## src/prio_map.svh

```systemverilog
// register offsets, field positions and reset values of the priority select block
`ifndef PRIO_MAP_SVH
`define PRIO_MAP_SVH
`define PRIO_ADDR_W        3
`define PRIO_OFF_A         3'h0
`define PRIO_OFF_B         3'h1
`define PRIO_OFF_C         3'h2
`define PRIO_OFF_CTRL      3'h3
`define PRIO_RST_A         8'hff
`define PRIO_RST_B         8'h5f
`define PRIO_RST_C         8'h3f
`define PRIO_MASK_A        8'hff
`define PRIO_MASK_B        8'h5f
`define PRIO_MASK_C        8'h3f
`define PRIO_CTRL_EN_BIT   0
`define PRIO_CTRL_MCU_BIT  1
`define PRIO_PSP_BIT       7
`define PRIO_RST_EN        1'b0
`define PRIO_RST_MCU       1'b1
`define PRIO_B_CMP_BIT     6
`define PRIO_B_LOW_MSB     4
`define PRIO_C_TOP_MSB     5
`define PRIO_SRC_W         20
`define PRIO_VEC_B_LSB     8
`define PRIO_VEC_C_LSB     14
`define PRIO_ZERO_BYTE     8'h00
`define PRIO_ZERO_WORD     32'h0000_0000
`endif

```

## src/prio_pkg.sv

```systemverilog
// types shared by the priority select block
package prio_pkg;
	typedef struct packed {
		logic [2:0]  address;
		logic        read;
		logic        write;
		logic [31:0] writedata;
		logic [3:0]  byteenable;
	} avl_req_s;
	typedef logic [19:0] prio_vec_t;
endpackage : prio_pkg

```

## src/prio_byte_reg.sv

```systemverilog
// one byte of priority bits with write mask and reset value
`timescale 1ns/100ps
module prio_byte_reg #(
	parameter logic [7:0] RESET_VAL = 8'hff,
	parameter logic [7:0] IMPL_MASK = 8'hff
) (
	input  wire logic       clk,
	input  wire logic       rst_n,
	input  wire logic       ce,
	input  wire logic       wr_en,
	input  wire logic [7:0] wr_data,
	output logic      [7:0] value
);
	logic [7:0] value_reg;
	logic [7:0] value_next;

	always_comb begin
		value_next = value_reg;
		if (wr_en) begin
			// unimplemented bits never store, so they read back zero
			value_next = wr_data & IMPL_MASK;
		end
	end

	always_ff @(posedge clk) begin
		if (!rst_n) begin
			value_reg <= RESET_VAL;
		end else if (ce) begin
			value_reg <= value_next;
		end
	end

	assign value = value_reg;
endmodule : prio_byte_reg

```

## src/peripheral_irq_priority_select.sv

```systemverilog
// peripheral interrupt priority select registers with avalon-mm slave
`timescale 1ns/100ps
`include "prio_map.svh"
module peripheral_irq_priority_select (
	input  wire logic                 clk,
	input  wire logic                 rst_n,
	input  wire logic                 ce,
	input  wire logic                 large_pkg,
	input  wire logic [2:0]           avs_address,
	input  wire logic                 avs_read,
	input  wire logic                 avs_write,
	input  wire logic [31:0]          avs_writedata,
	input  wire logic [3:0]           avs_byteenable,
	output logic      [31:0]          avs_readdata,
	output logic                      avs_waitrequest,
	output prio_pkg::prio_vec_t       src_high_prio,
	output logic                      two_level_mode
);
	import prio_pkg::*;

	// ******************************************
	// bus request and register write strobes
	// ******************************************
	avl_req_s   req;
	logic       ack_reg;
	logic       ack_next;
	logic       wait_reg;
	logic       wait_next;
	logic       wr_go;
	logic       wr_a;
	logic       wr_b;
	logic       wr_c;
	logic [7:0] prio_a;
	logic [7:0] prio_b;
	logic [7:0] prio_c;
	logic       levels_en_reg;
	logic       levels_en_next;
	logic       mcu_mode_reg;
	logic       mcu_mode_next;
	logic [31:0] rdata_reg;
	logic [31:0] rdata_next;
	prio_vec_t  vec_reg;
	prio_vec_t  vec_next;
	prio_vec_t  raw_vec;

	assign req = '{address: avs_address, read: avs_read, write: avs_write,
		writedata: avs_writedata, byteenable: avs_byteenable};

	// one wait cycle per access: the request is answered the cycle after it is seen
	assign wr_go = req.write && ack_reg && req.byteenable[0];
	assign wr_a  = wr_go && (req.address == `PRIO_OFF_A);
	assign wr_b  = wr_go && (req.address == `PRIO_OFF_B);
	assign wr_c  = wr_go && (req.address == `PRIO_OFF_C);

	// lanes 31:8 are dropped: software only ever writes the low byte
	prio_byte_reg #(
		.RESET_VAL(`PRIO_RST_A),
		.IMPL_MASK(`PRIO_MASK_A)
	) u_reg_a (
		.clk    (clk),
		.rst_n  (rst_n),
		.ce     (ce),
		.wr_en  (wr_a),
		.wr_data(req.writedata[7:0]),
		.value  (prio_a)
	);

	prio_byte_reg #(
		.RESET_VAL(`PRIO_RST_B),
		.IMPL_MASK(`PRIO_MASK_B)
	) u_reg_b (
		.clk    (clk),
		.rst_n  (rst_n),
		.ce     (ce),
		.wr_en  (wr_b),
		.wr_data(req.writedata[7:0]),
		.value  (prio_b)
	);

	prio_byte_reg #(
		.RESET_VAL(`PRIO_RST_C),
		.IMPL_MASK(`PRIO_MASK_C)
	) u_reg_c (
		.clk    (clk),
		.rst_n  (rst_n),
		.ce     (ce),
		.wr_en  (wr_c),
		.wr_data(req.writedata[7:0]),
		.value  (prio_c)
	);

	// ******************************************
	// bus answer, control register
	// ******************************************
	always_comb begin
		ack_next       = (req.read || req.write) && !ack_reg;
		wait_next      = !ack_next;
		levels_en_next = levels_en_reg;
		mcu_mode_next  = mcu_mode_reg;
		rdata_next     = rdata_reg;
		if (wr_go && (req.address == `PRIO_OFF_CTRL)) begin
			levels_en_next = req.writedata[`PRIO_CTRL_EN_BIT];
			mcu_mode_next  = req.writedata[`PRIO_CTRL_MCU_BIT];
		end
		// read data latched as the request is seen, so it stands through the answer cycle
		if (req.read && !ack_reg) begin
			case (req.address)
				`PRIO_OFF_A:    rdata_next = {24'h00_0000, prio_a};
				`PRIO_OFF_B:    rdata_next = {24'h00_0000, prio_b};
				`PRIO_OFF_C:    rdata_next = {24'h00_0000, prio_c};
				`PRIO_OFF_CTRL: rdata_next = {30'h0000_0000, mcu_mode_reg, levels_en_reg};
				default:        rdata_next = `PRIO_ZERO_WORD;
			endcase
		end
	end

	// waitrequest has a flop of its own so the pin never passes an inverter
	// limitation: a write answered while ce is low is lost, so ce may only drop between transfers
	always_ff @(posedge clk) begin
		if (!rst_n) begin
			ack_reg       <= 1'b0;
			wait_reg      <= 1'b1;
			levels_en_reg <= `PRIO_RST_EN;
			mcu_mode_reg  <= `PRIO_RST_MCU;
			rdata_reg     <= `PRIO_ZERO_WORD;
		end else if (ce) begin
			ack_reg       <= ack_next;
			wait_reg      <= wait_next;
			levels_en_reg <= levels_en_next;
			mcu_mode_reg  <= mcu_mode_next;
			rdata_reg     <= rdata_next;
		end
	end

	// ******************************************
	// gated priority vector
	// ******************************************
	always_comb begin
		raw_vec = {prio_c[`PRIO_C_TOP_MSB:0], prio_b[`PRIO_B_CMP_BIT], prio_b[`PRIO_B_LOW_MSB:0], prio_a};
		// parallel port bit only counts in microcontroller mode on the larger parts
		if (large_pkg && !mcu_mode_reg) begin
			raw_vec[`PRIO_PSP_BIT] = 1'b0;
		end
		// single-level mode: no bit may steer anything, all read as high
		vec_next = levels_en_reg ? raw_vec : '1;
	end

	// reset acts regardless of the clock enable
	always_ff @(posedge clk) begin
		if (!rst_n) begin
			vec_reg <= '1;
		end else if (ce) begin
			vec_reg <= vec_next;
		end
	end

	assign avs_readdata    = rdata_reg;
	assign avs_waitrequest = wait_reg;
	assign src_high_prio   = vec_reg;
	assign two_level_mode  = levels_en_reg;

	// ******************************************
	// assertions
	// ******************************************
	AST_SINGLE_LEVEL: assert property (@(posedge clk) disable iff (!rst_n)
		(ce && !levels_en_reg) |=> (src_high_prio == '1)) else $error("priority vector not all high in single level");
	AST_VEC_FOLLOWS_A: assert property (@(posedge clk) disable iff (!rst_n)
		(ce && levels_en_reg) |=> (src_high_prio[6:0] == $past(prio_a[6:0]))) else $error("vector low bits wrong");
	AST_PSP_GATED: assert property (@(posedge clk) disable iff (!rst_n)
		(ce && levels_en_reg && large_pkg && !mcu_mode_reg) |=> !src_high_prio[7]) else $error("parallel port bit not gated");
	AST_B_ZERO: assert property (@(posedge clk) disable iff (!rst_n)
		(prio_b[7] == 1'b0) && (prio_b[5] == 1'b0)) else $error("register b hole not zero");
	AST_C_ZERO: assert property (@(posedge clk) disable iff (!rst_n)
		prio_c[7:6] == 2'b00) else $error("register c top bits not zero");
	AST_WRITE_A: assert property (@(posedge clk) disable iff (!rst_n)
		(ce && wr_a) |=> (prio_a == $past(req.writedata[7:0]))) else $error("register a write lost");
	AST_WRITE_B: assert property (@(posedge clk) disable iff (!rst_n)
		(ce && wr_b) |=> (prio_b == ($past(req.writedata[7:0]) & `PRIO_MASK_B))) else $error("register b write wrong");
	AST_WRITE_C: assert property (@(posedge clk) disable iff (!rst_n)
		(ce && wr_c) |=> (prio_c == ($past(req.writedata[7:0]) & `PRIO_MASK_C))) else $error("register c write wrong");
	AST_LOW_PRIO: assert property (@(posedge clk) disable iff (!rst_n)
		(ce && levels_en_reg && !prio_b[3]) |=> !src_high_prio[11]) else $error("bus collision zero not low");
	AST_MODE_OUT: assert property (@(posedge clk) disable iff (!rst_n)
		two_level_mode == levels_en_reg) else $error("mode output mismatch");
	AST_ANSWER: assert property (@(posedge clk) disable iff (!rst_n)
		(ce && (avs_read || avs_write) && avs_waitrequest) |=> !avs_waitrequest) else $error("no answer");
	AST_ONE_WAIT: assert property (@(posedge clk) disable iff (!rst_n)
		(ce && !avs_waitrequest) |=> avs_waitrequest) else $error("answer stood longer than one cycle");
	AST_FREEZE: assert property (@(posedge clk) disable iff (!rst_n)
		!ce |=> ($stable(src_high_prio) && $stable(avs_waitrequest))) else $error("state moved with ce low");
	AST_VEC_FOLLOWS_B: assert property (@(posedge clk) disable iff (!rst_n)
		(ce && levels_en_reg) |=>
		(src_high_prio[13:8] == $past({prio_b[6], prio_b[4:0]}))) else $error("vector b bits wrong");
	AST_VEC_FOLLOWS_C: assert property (@(posedge clk) disable iff (!rst_n)
		(ce && levels_en_reg) |=>
		(src_high_prio[19:14] == $past(prio_c[5:0]))) else $error("vector c bits wrong");
	AST_PSP_KEPT: assert property (@(posedge clk) disable iff (!rst_n)
		(ce && levels_en_reg && (!large_pkg || mcu_mode_reg)) |=>
		(src_high_prio[7] == $past(prio_a[7]))) else $error("parallel port bit wrongly gated");
	AST_READ_A: assert property (@(posedge clk) disable iff (!rst_n)
		(ce && avs_read && avs_waitrequest && (avs_address == `PRIO_OFF_A)) |=>
		(avs_readdata == {24'h00_0000, $past(prio_a)})) else $error("register a read wrong");
	AST_UNMAPPED: assert property (@(posedge clk) disable iff (!rst_n)
		(ce && avs_read && avs_waitrequest && avs_address[2]) |=>
		(avs_readdata == `PRIO_ZERO_WORD)) else $error("unmapped read not zero");
	AST_CTRL_WRITE: assert property (@(posedge clk) disable iff (!rst_n)
		(ce && wr_go && (req.address == `PRIO_OFF_CTRL)) |=>
		(two_level_mode == $past(req.writedata[`PRIO_CTRL_EN_BIT]))) else $error("enable write lost");

	// ******************************************
	// covers
	// ******************************************

	COV_WRITE_A: cover property (@(posedge clk) disable iff (!rst_n) ce && wr_a);
	COV_READ_C: cover property (@(posedge clk) disable iff (!rst_n) ce && avs_read && !avs_waitrequest
		&& avs_address == `PRIO_OFF_C);
	COV_ENABLE: cover property (@(posedge clk) disable iff (!rst_n) $rose(levels_en_reg));
	COV_PSP: cover property (@(posedge clk) disable iff (!rst_n) large_pkg && !mcu_mode_reg && levels_en_reg);
endmodule : peripheral_irq_priority_select

```

## config.mk

```make
export PLATFORM = sky130hd
export DESIGN_NAME = peripheral_irq_priority_select
export DESIGN_NICKNAME = d
export VERILOG_FILES = /design/src/prio_pkg.sv /design/src/prio_byte_reg.sv /design/src/peripheral_irq_priority_select.sv
export VERILOG_INCLUDE_DIRS = /design/src
export SDC_FILE = /design/constraint.sdc
export NUM_CORES = 1
export LEC_CHECK = 0
export BUFFER_PORTS_ARGS = -buffer_cell sky130_fd_sc_hd__buf_2
export CORE_UTILIZATION = 47
export DETAILED_ROUTE_END_ITERATION = 7
export PLACE_DENSITY_LB_ADDON = 0.12
export SYNTH_ARGS = -nofsm -noshare
export SYNTH_HDL_FRONTEND = slang
export SYNTH_SLANG_ARGS = --single-unit
```

## constraint.sdc

```tcl
create_clock -name clk -period 1.5 [get_ports clk]
set_input_delay 0.225 -clock clk [delete_from_list [all_inputs] [get_ports clk]]
set_output_delay 0.225 -clock clk [all_outputs]
set_load 0.1 [all_outputs]
```

==> flow_summary.ini, run 1 <==
[hold_path]
min_delay_path_depth = 3
min_path_type = input pin to flop
min-delay-start = avs_writedata[7]
hold_end = u_reg_a.value[7]

[power]
leakage_nw = 1.066
fin_total_pwr_mw = 2.844
ir_drop_v = 0.0006684
pwr_density_cell_mw_per_mm2 = 1055

[drt]
dr.first_iter.drc_count = 102
drc_errors = 0
firstDrtPassIters = 4
drt-vias-per-instance = 4.931
dr_total_vias = 1864
ant_nets = 0
wire_per_inst_um = 12.96
wl_um = 4898

[clock_tree]
clock_latency_ns = 0.30
clk_path_buf_depth = 2
htree_levels = 2
cts_tree = built
cts.sinks = 52
cts_root_buffer = clkbuf_8
cts_buffers = 5
clkTransAtPathRegs_ns = 0.09

[critical_path]
arrival_ns = 1.17
rrSetupSlack_ns = 0.14
crit_type = flop to output port
r2r-start = ack_reg
start_kind = flop
cpLargestDelayFamily = flip-flops
cp.required_ns = 1.27
timing.rr.end = avs_readdata[5]
slowest_delay_ns = 0.47
crit_chain = clkbuf_4
r2r_cells = 3
cp-end-kind = output port
slowest_stage = dfxtp_2
cp_max_fo = 12
critPathBufInv = 1

[global_route]
grt_usage = 0.2093
grt_pass1_wl_um = 8307
grt_max_degree = 60
grt_pass1_vias = 1693
grt-ovfl-total = 0
antenna_found_initial = 0

[cells_and_area]
antenna_cells = 0
drive_gt1_frac = 0.2315
multiInputGateArea_mm2 = 0.001102
regArea_mm2 = 0.001042
final_core_util = 0.5668
nets = 355
instances_no_fill = 378
fillCellCount = 505
largest_reg_flops = 20
syn2layout_area_growth_pct = 15.81

[synth]
seq_area_frac_synth = 0.4473
yosys-top-cells-area = dfxtp_1 (45%), buf_4 (8.1%), mux2i_1 (7.3%), nand3_1 (6.0%), o21ai_0 (5.2%)
ys_ff_latch = 52
yosysWarningCount = 0
ys_types = 33
synth_top_area_frac = 0.4473
syn-cell-area_mm2 = 0.002327
avgSynthCellArea_um2 = 8.849
syn_inst = 263
synth_top_cell_by_area = dfxtp_1

[die]
boundaryPins = 99
die_h_um = 72.37
start_util = 0.4895
rows = 25
die_area_mm2 = 0.005237
die_x_um = 72.37
coreArea_mm2 = 0.004755

[job]
max_cap_viol_count = 0

[outcome]
status = finished clean

[place]
gp_congestion = 0.8099
numPortBuffers = 47
place.detailed.hpwl_um = 3512
dp_cells = 369

[timing]
finalSetupViolations = 0
layout_worst_path_cycle_share = 0.9291
finalHoldViolCount = 0
max_freq_mhz = 717.6
slew_viol_final = 0
fin_tns_setup_ns = 0
holdWs_ns = 0.1726
fin_skew_ns = 0.003053
fin_crit_ns = 1.394
rsz0062_at_grt = false
==> layer usage <==
layer / wire length, um / global-route usage / part of all wire
met5: 0 / 0 / 0
met4: 25 / 0.06318 / 0.0051
met3: 202 / 0.05417 / 0.041
met2: 2212 / 0.3146 / 0.45
met1: 2458 / 0.2943 / 0.50
==> cells by family after synthesis <==
kind of cell / count (synthesis) / share of synthesized area
and+or+nand+nor: 98 / 0.2296
DFF: 52 / 0.4473
AOI/OAI and AO/OA: 50 / 0.1323
buffers and inverters: 45 / 0.1161
muxes: 17 / 0.07312
other: 1 / 0.001611
==> stage by stage <==
stage	setup slack, ns	cell area [um^2]
floorplan	0.1281	2415
global placement	0.05661	2577
detailed placement	0.06444	2577
CTS	0.01216	2685
global route	0.02098	2695
finish	0.1064	2695
==> layout make-up <==
| cell class | count | area share |
|---|---|---|
| tap | 67 | 0.03110 |
| clock inverter | 2 | 0.01300 |
| timing repair buffer | 61 | 0.1318 |
| clock buffer | 6 | 0.02693 |
| multi-input combinational | 189 | 0.4090 |
| inverter | 1 | 0.001393 |
| sequential | 52 | 0.3867 |
==> where the power goes <==
group          switching, mW  leakage (nW)  internal (mW)
clock network          0.445        0.0552          0.495
logic                  0.425         0.588         0.0800
registers            0.00722         0.422           1.39
total                  0.878          1.07           1.97
==> synthesized netlist by cell type <==
cell type / instances
nand3b_1: 9
or2_2: 1
inv_1: 1
nor3_2: 1
dfxtp_1: 52
and4_1: 1
or4_1: 1
nand4b_1: 1
a32o_1: 3
nand3_1: 28
o22ai_1: 13
or3b_2: 1
mux2i_1: 17
nor2b_1: 15
nor2_1: 3
conb_1: 1
buf_2: 6
a21o_1: 2
a21boi_1: 1
a21oi_1: 1
and3_1: 2
clkbuf_1: 13
o21ai_0: 24
o21a_1: 1
nand2_1: 25
nor3_1: 1
o2bb2ai_1: 3
or3_1: 3
nand2b_1: 2
nand4_1: 1
nor3b_1: 3
a21boi_0: 2
buf_4: 25
==> timing repair <==
item / CTS / global route
setup buffers: 0 / 1
hold buffers: 0 / 0
gates resized for setup: 0 / 1
setup endpoints to repair: 0 / 2
==> layout by cell type (no fill, tap or decap), types with 2 or more instances in the layout <==
master	instances
buf_4	13
a21o_1	2
mux2i_1	17
conb_1	24
a21boi_0	2
nand2b_1	2
nand2_1	25
nand3_1	28
nor3b_1	3
nand3b_1	9
o21ai_0	24
buf_2	46
dfxtp_1	51
nor2_1	3
o2bb2ai_1	3
or3_1	3
a32o_1	3
clkbuf_8	5
and3_1	2
nor2b_1	15
o22ai_1	13
==> worst max path at each step <==
stage / start / end / slack (ns) / cells past startpoint
3_3_place_gp: ce / src_high_prio[7] / 0.06 / 5
5_1_grt: ack_reg / avs_readdata[7] / 0.02 / 4
3_5_place_dp: ce / src_high_prio[7] / 0.06 / 5
4_1_cts: two_level_mode / two_level_mode / 0.01 / 1
6_report: two_level_mode / two_level_mode / 0.11 / 1
2_1_floorplan: two_level_mode / avs_readdata[0] / 0.13 / 4
(Power assumes the default switching activity.)
==> run 2: changes to the inputs <==
--- a/config.mk
+++ b/config.mk
@@ -7,6 +7,8 @@
 export NUM_CORES = 1
 export LEC_CHECK = 0
 export BUFFER_PORTS_ARGS = -buffer_cell sky130_fd_sc_hd__buf_2
+export CAP_MARGIN = 20
+export CORE_MARGIN = 5
 export CORE_UTILIZATION = 47
 export DETAILED_ROUTE_END_ITERATION = 7
 export PLACE_DENSITY_LB_ADDON = 0.12
==> run 2 against run 1 <==
Net effect: non-clock buffer count grew 1; total power shrank 5.9%; critical path depth is the same; global-route usage shrank 3.8 points; sequential share of layout area grew 0.36 points; critical path type unchanged; largest cell class unchanged.
==> flow_summary.ini, run 2 (same netlist as run 1, synthesis figures left out) <==
[outcome]
status = finished clean

[timing]
finalHoldViolCount = 0
max_freq_mhz = 719.6
slew_viol_final = 0
finalSetupViolations = 0
layout_worst_path_cycle_share = 0.9264
fin_skew_ns = 0.006804
fin_crit_ns = 1.390
fin_tns_setup_ns = 0
holdWs_ns = 0.1622
rsz0062_at_grt = false

[critical_path]
slowest_delay_ns = 0.47
crit_chain = clkbuf_4
cp_max_fo = 12
arrival_ns = 1.16
start_kind = flop
slowest_stage = dfxtp_2
r2r_cells = 4
cp.required_ns = 1.27
cp-end-kind = output port
crit_type = flop to output port
critPathBufInv = 1
r2r-start = ack_reg
timing.rr.end = u_reg_c.value[1]
cpLargestDelayFamily = flip-flops
rrSetupSlack_ns = 0.20

[cells_and_area]
final_core_util = 0.5616
instances_no_fill = 379
mostFrequentLayoutCell = dfxtp_1
regArea_mm2 = 0.001042
multiInputGateArea_mm2 = 0.001102
syn2layout_area_growth_pct = 14.73
nets = 356
mostFrequentLayoutCells = dfxtp_1 (51), buf_2 (46), nand3_1 (28)
antenna_cells = 0
fillCellCount = 484
drive_gt1_frac = 0.2372
largest_reg_flops = 20

[clock_tree]
cts_buffers = 5
cts_tree = built
clkTransAtPathRegs_ns = 0.09
htree_levels = 2
clock_latency_ns = 0.31
post_cts_buffers = 0
cts.sinks = 52
cts_root_buffer = clkbuf_8
clk_path_buf_depth = 2

[die]
boundaryPins = 99
die_area_mm2 = 0.006459
die_h_um = 80.37
coreArea_mm2 = 0.004755
start_util = 0.4895
die_x_um = 80.37
rows = 25

[global_route]
grt_usage = 0.1715
grt_pass1_vias = 1811
grt_max_degree = 38
antenna_found_initial = 0
grt_pass1_wl_um = 8542
grt-ovfl-total = 0

[drt]
dr_total_vias = 1846
wl_met1_um = 2391
wl_met2_um = 2433
drt-vias-per-instance = 4.871
drc_errors = 0
dr.first_iter.drc_count = 63
firstDrtPassIters = 4
top_layer = met4
dr_wl_met3_um = 251
wire_per_inst_um = 13.52
wl_um = 5125
ant_nets = 0

[power]
leakage_nw = 1.059
ir_drop_v = 0.0006334
pwr_density_cell_mw_per_mm2 = 1002
power_frac_comb = 0.188
share_seq_of_total_power = 0.523
p_clk_frac = 0.290
p_int_mw = 1.793
p_switching_mw = 0.8831
fin_total_pwr_mw = 2.677
switching_share = 0.3299

[hold_path]
min_path_type = input pin to flop
min_delay_path_depth = 3
min-delay-start = avs_writedata[7]
hold_end = u_reg_a.value[7]

[place]
dp_cells = 371
numPortBuffers = 47
gp_congestion = 0.8949
place.detailed.hpwl_um = 3963

[job]
max_cap_viol_count = 0
-- run 2: repair_timing --
| action | CTS | global route |
|---|---|---|
| endpoints found under the setup margin | 0 | 1 |
| hold buffers | 0 | 0 |
| resized for setup | 0 | 1 |
-- run 2: power by group through the flow --
stage          clock [mW]  sequential, mW  combinational, mW
2_1_floorplan           0            1.49              0.413
3_3_place_gp            0            1.43              0.500
3_5_place_dp            0            1.43              0.501
4_1_cts             0.816            1.40              0.501
5_1_grt             0.866            1.40              0.524
6_report            0.776            1.40              0.502
-- run 2: cell type report --
cell class	count	share of cell area
clock buffer	5	0.02577
clock inverter	3	0.007029
inverter	1	0.001406
multi-input combinational	189	0.4128
sequential	52	0.3903
tap	67	0.03140
timing repair buffer	62	0.1312
-- run 2: worst min-delay path, delay by kind of cell --
kind                   cells  cell delay, ns
buffers and inverters      1            0.08
AND/OR/NAND/NOR            2            0.13
-- run 2: worst max path at each step --
stage	endpoint	slack, ns	depth (start not counted)	startpoint
2_1_floorplan	avs_readdata[0]	0.13	4	two_level_mode
3_3_place_gp	src_high_prio[7]	0.07	5	ce
3_5_place_dp	src_high_prio[7]	0.06	5	ce
4_1_cts	two_level_mode	0.001	1	two_level_mode
5_1_grt	two_level_mode	0.05	1	two_level_mode
6_report	two_level_mode	0.11	1	two_level_mode
-- run 2: layer usage --
metal,global-route usage,up-vias
met5,0,-
met4,0.04561,0
met3,0.04260,6
met2,0.2939,44
met1,0.2134,827
li1,-,969
-- run 2: through the flow --
step	area [um^2]	setup WS [ns]
after CTS	2668	0.001067
after detailed placement	2580	0.06207
after global routing	2670	0.05473
final	2670	0.1104
after floorplan	2415	0.1281
after global placement	2580	0.07422
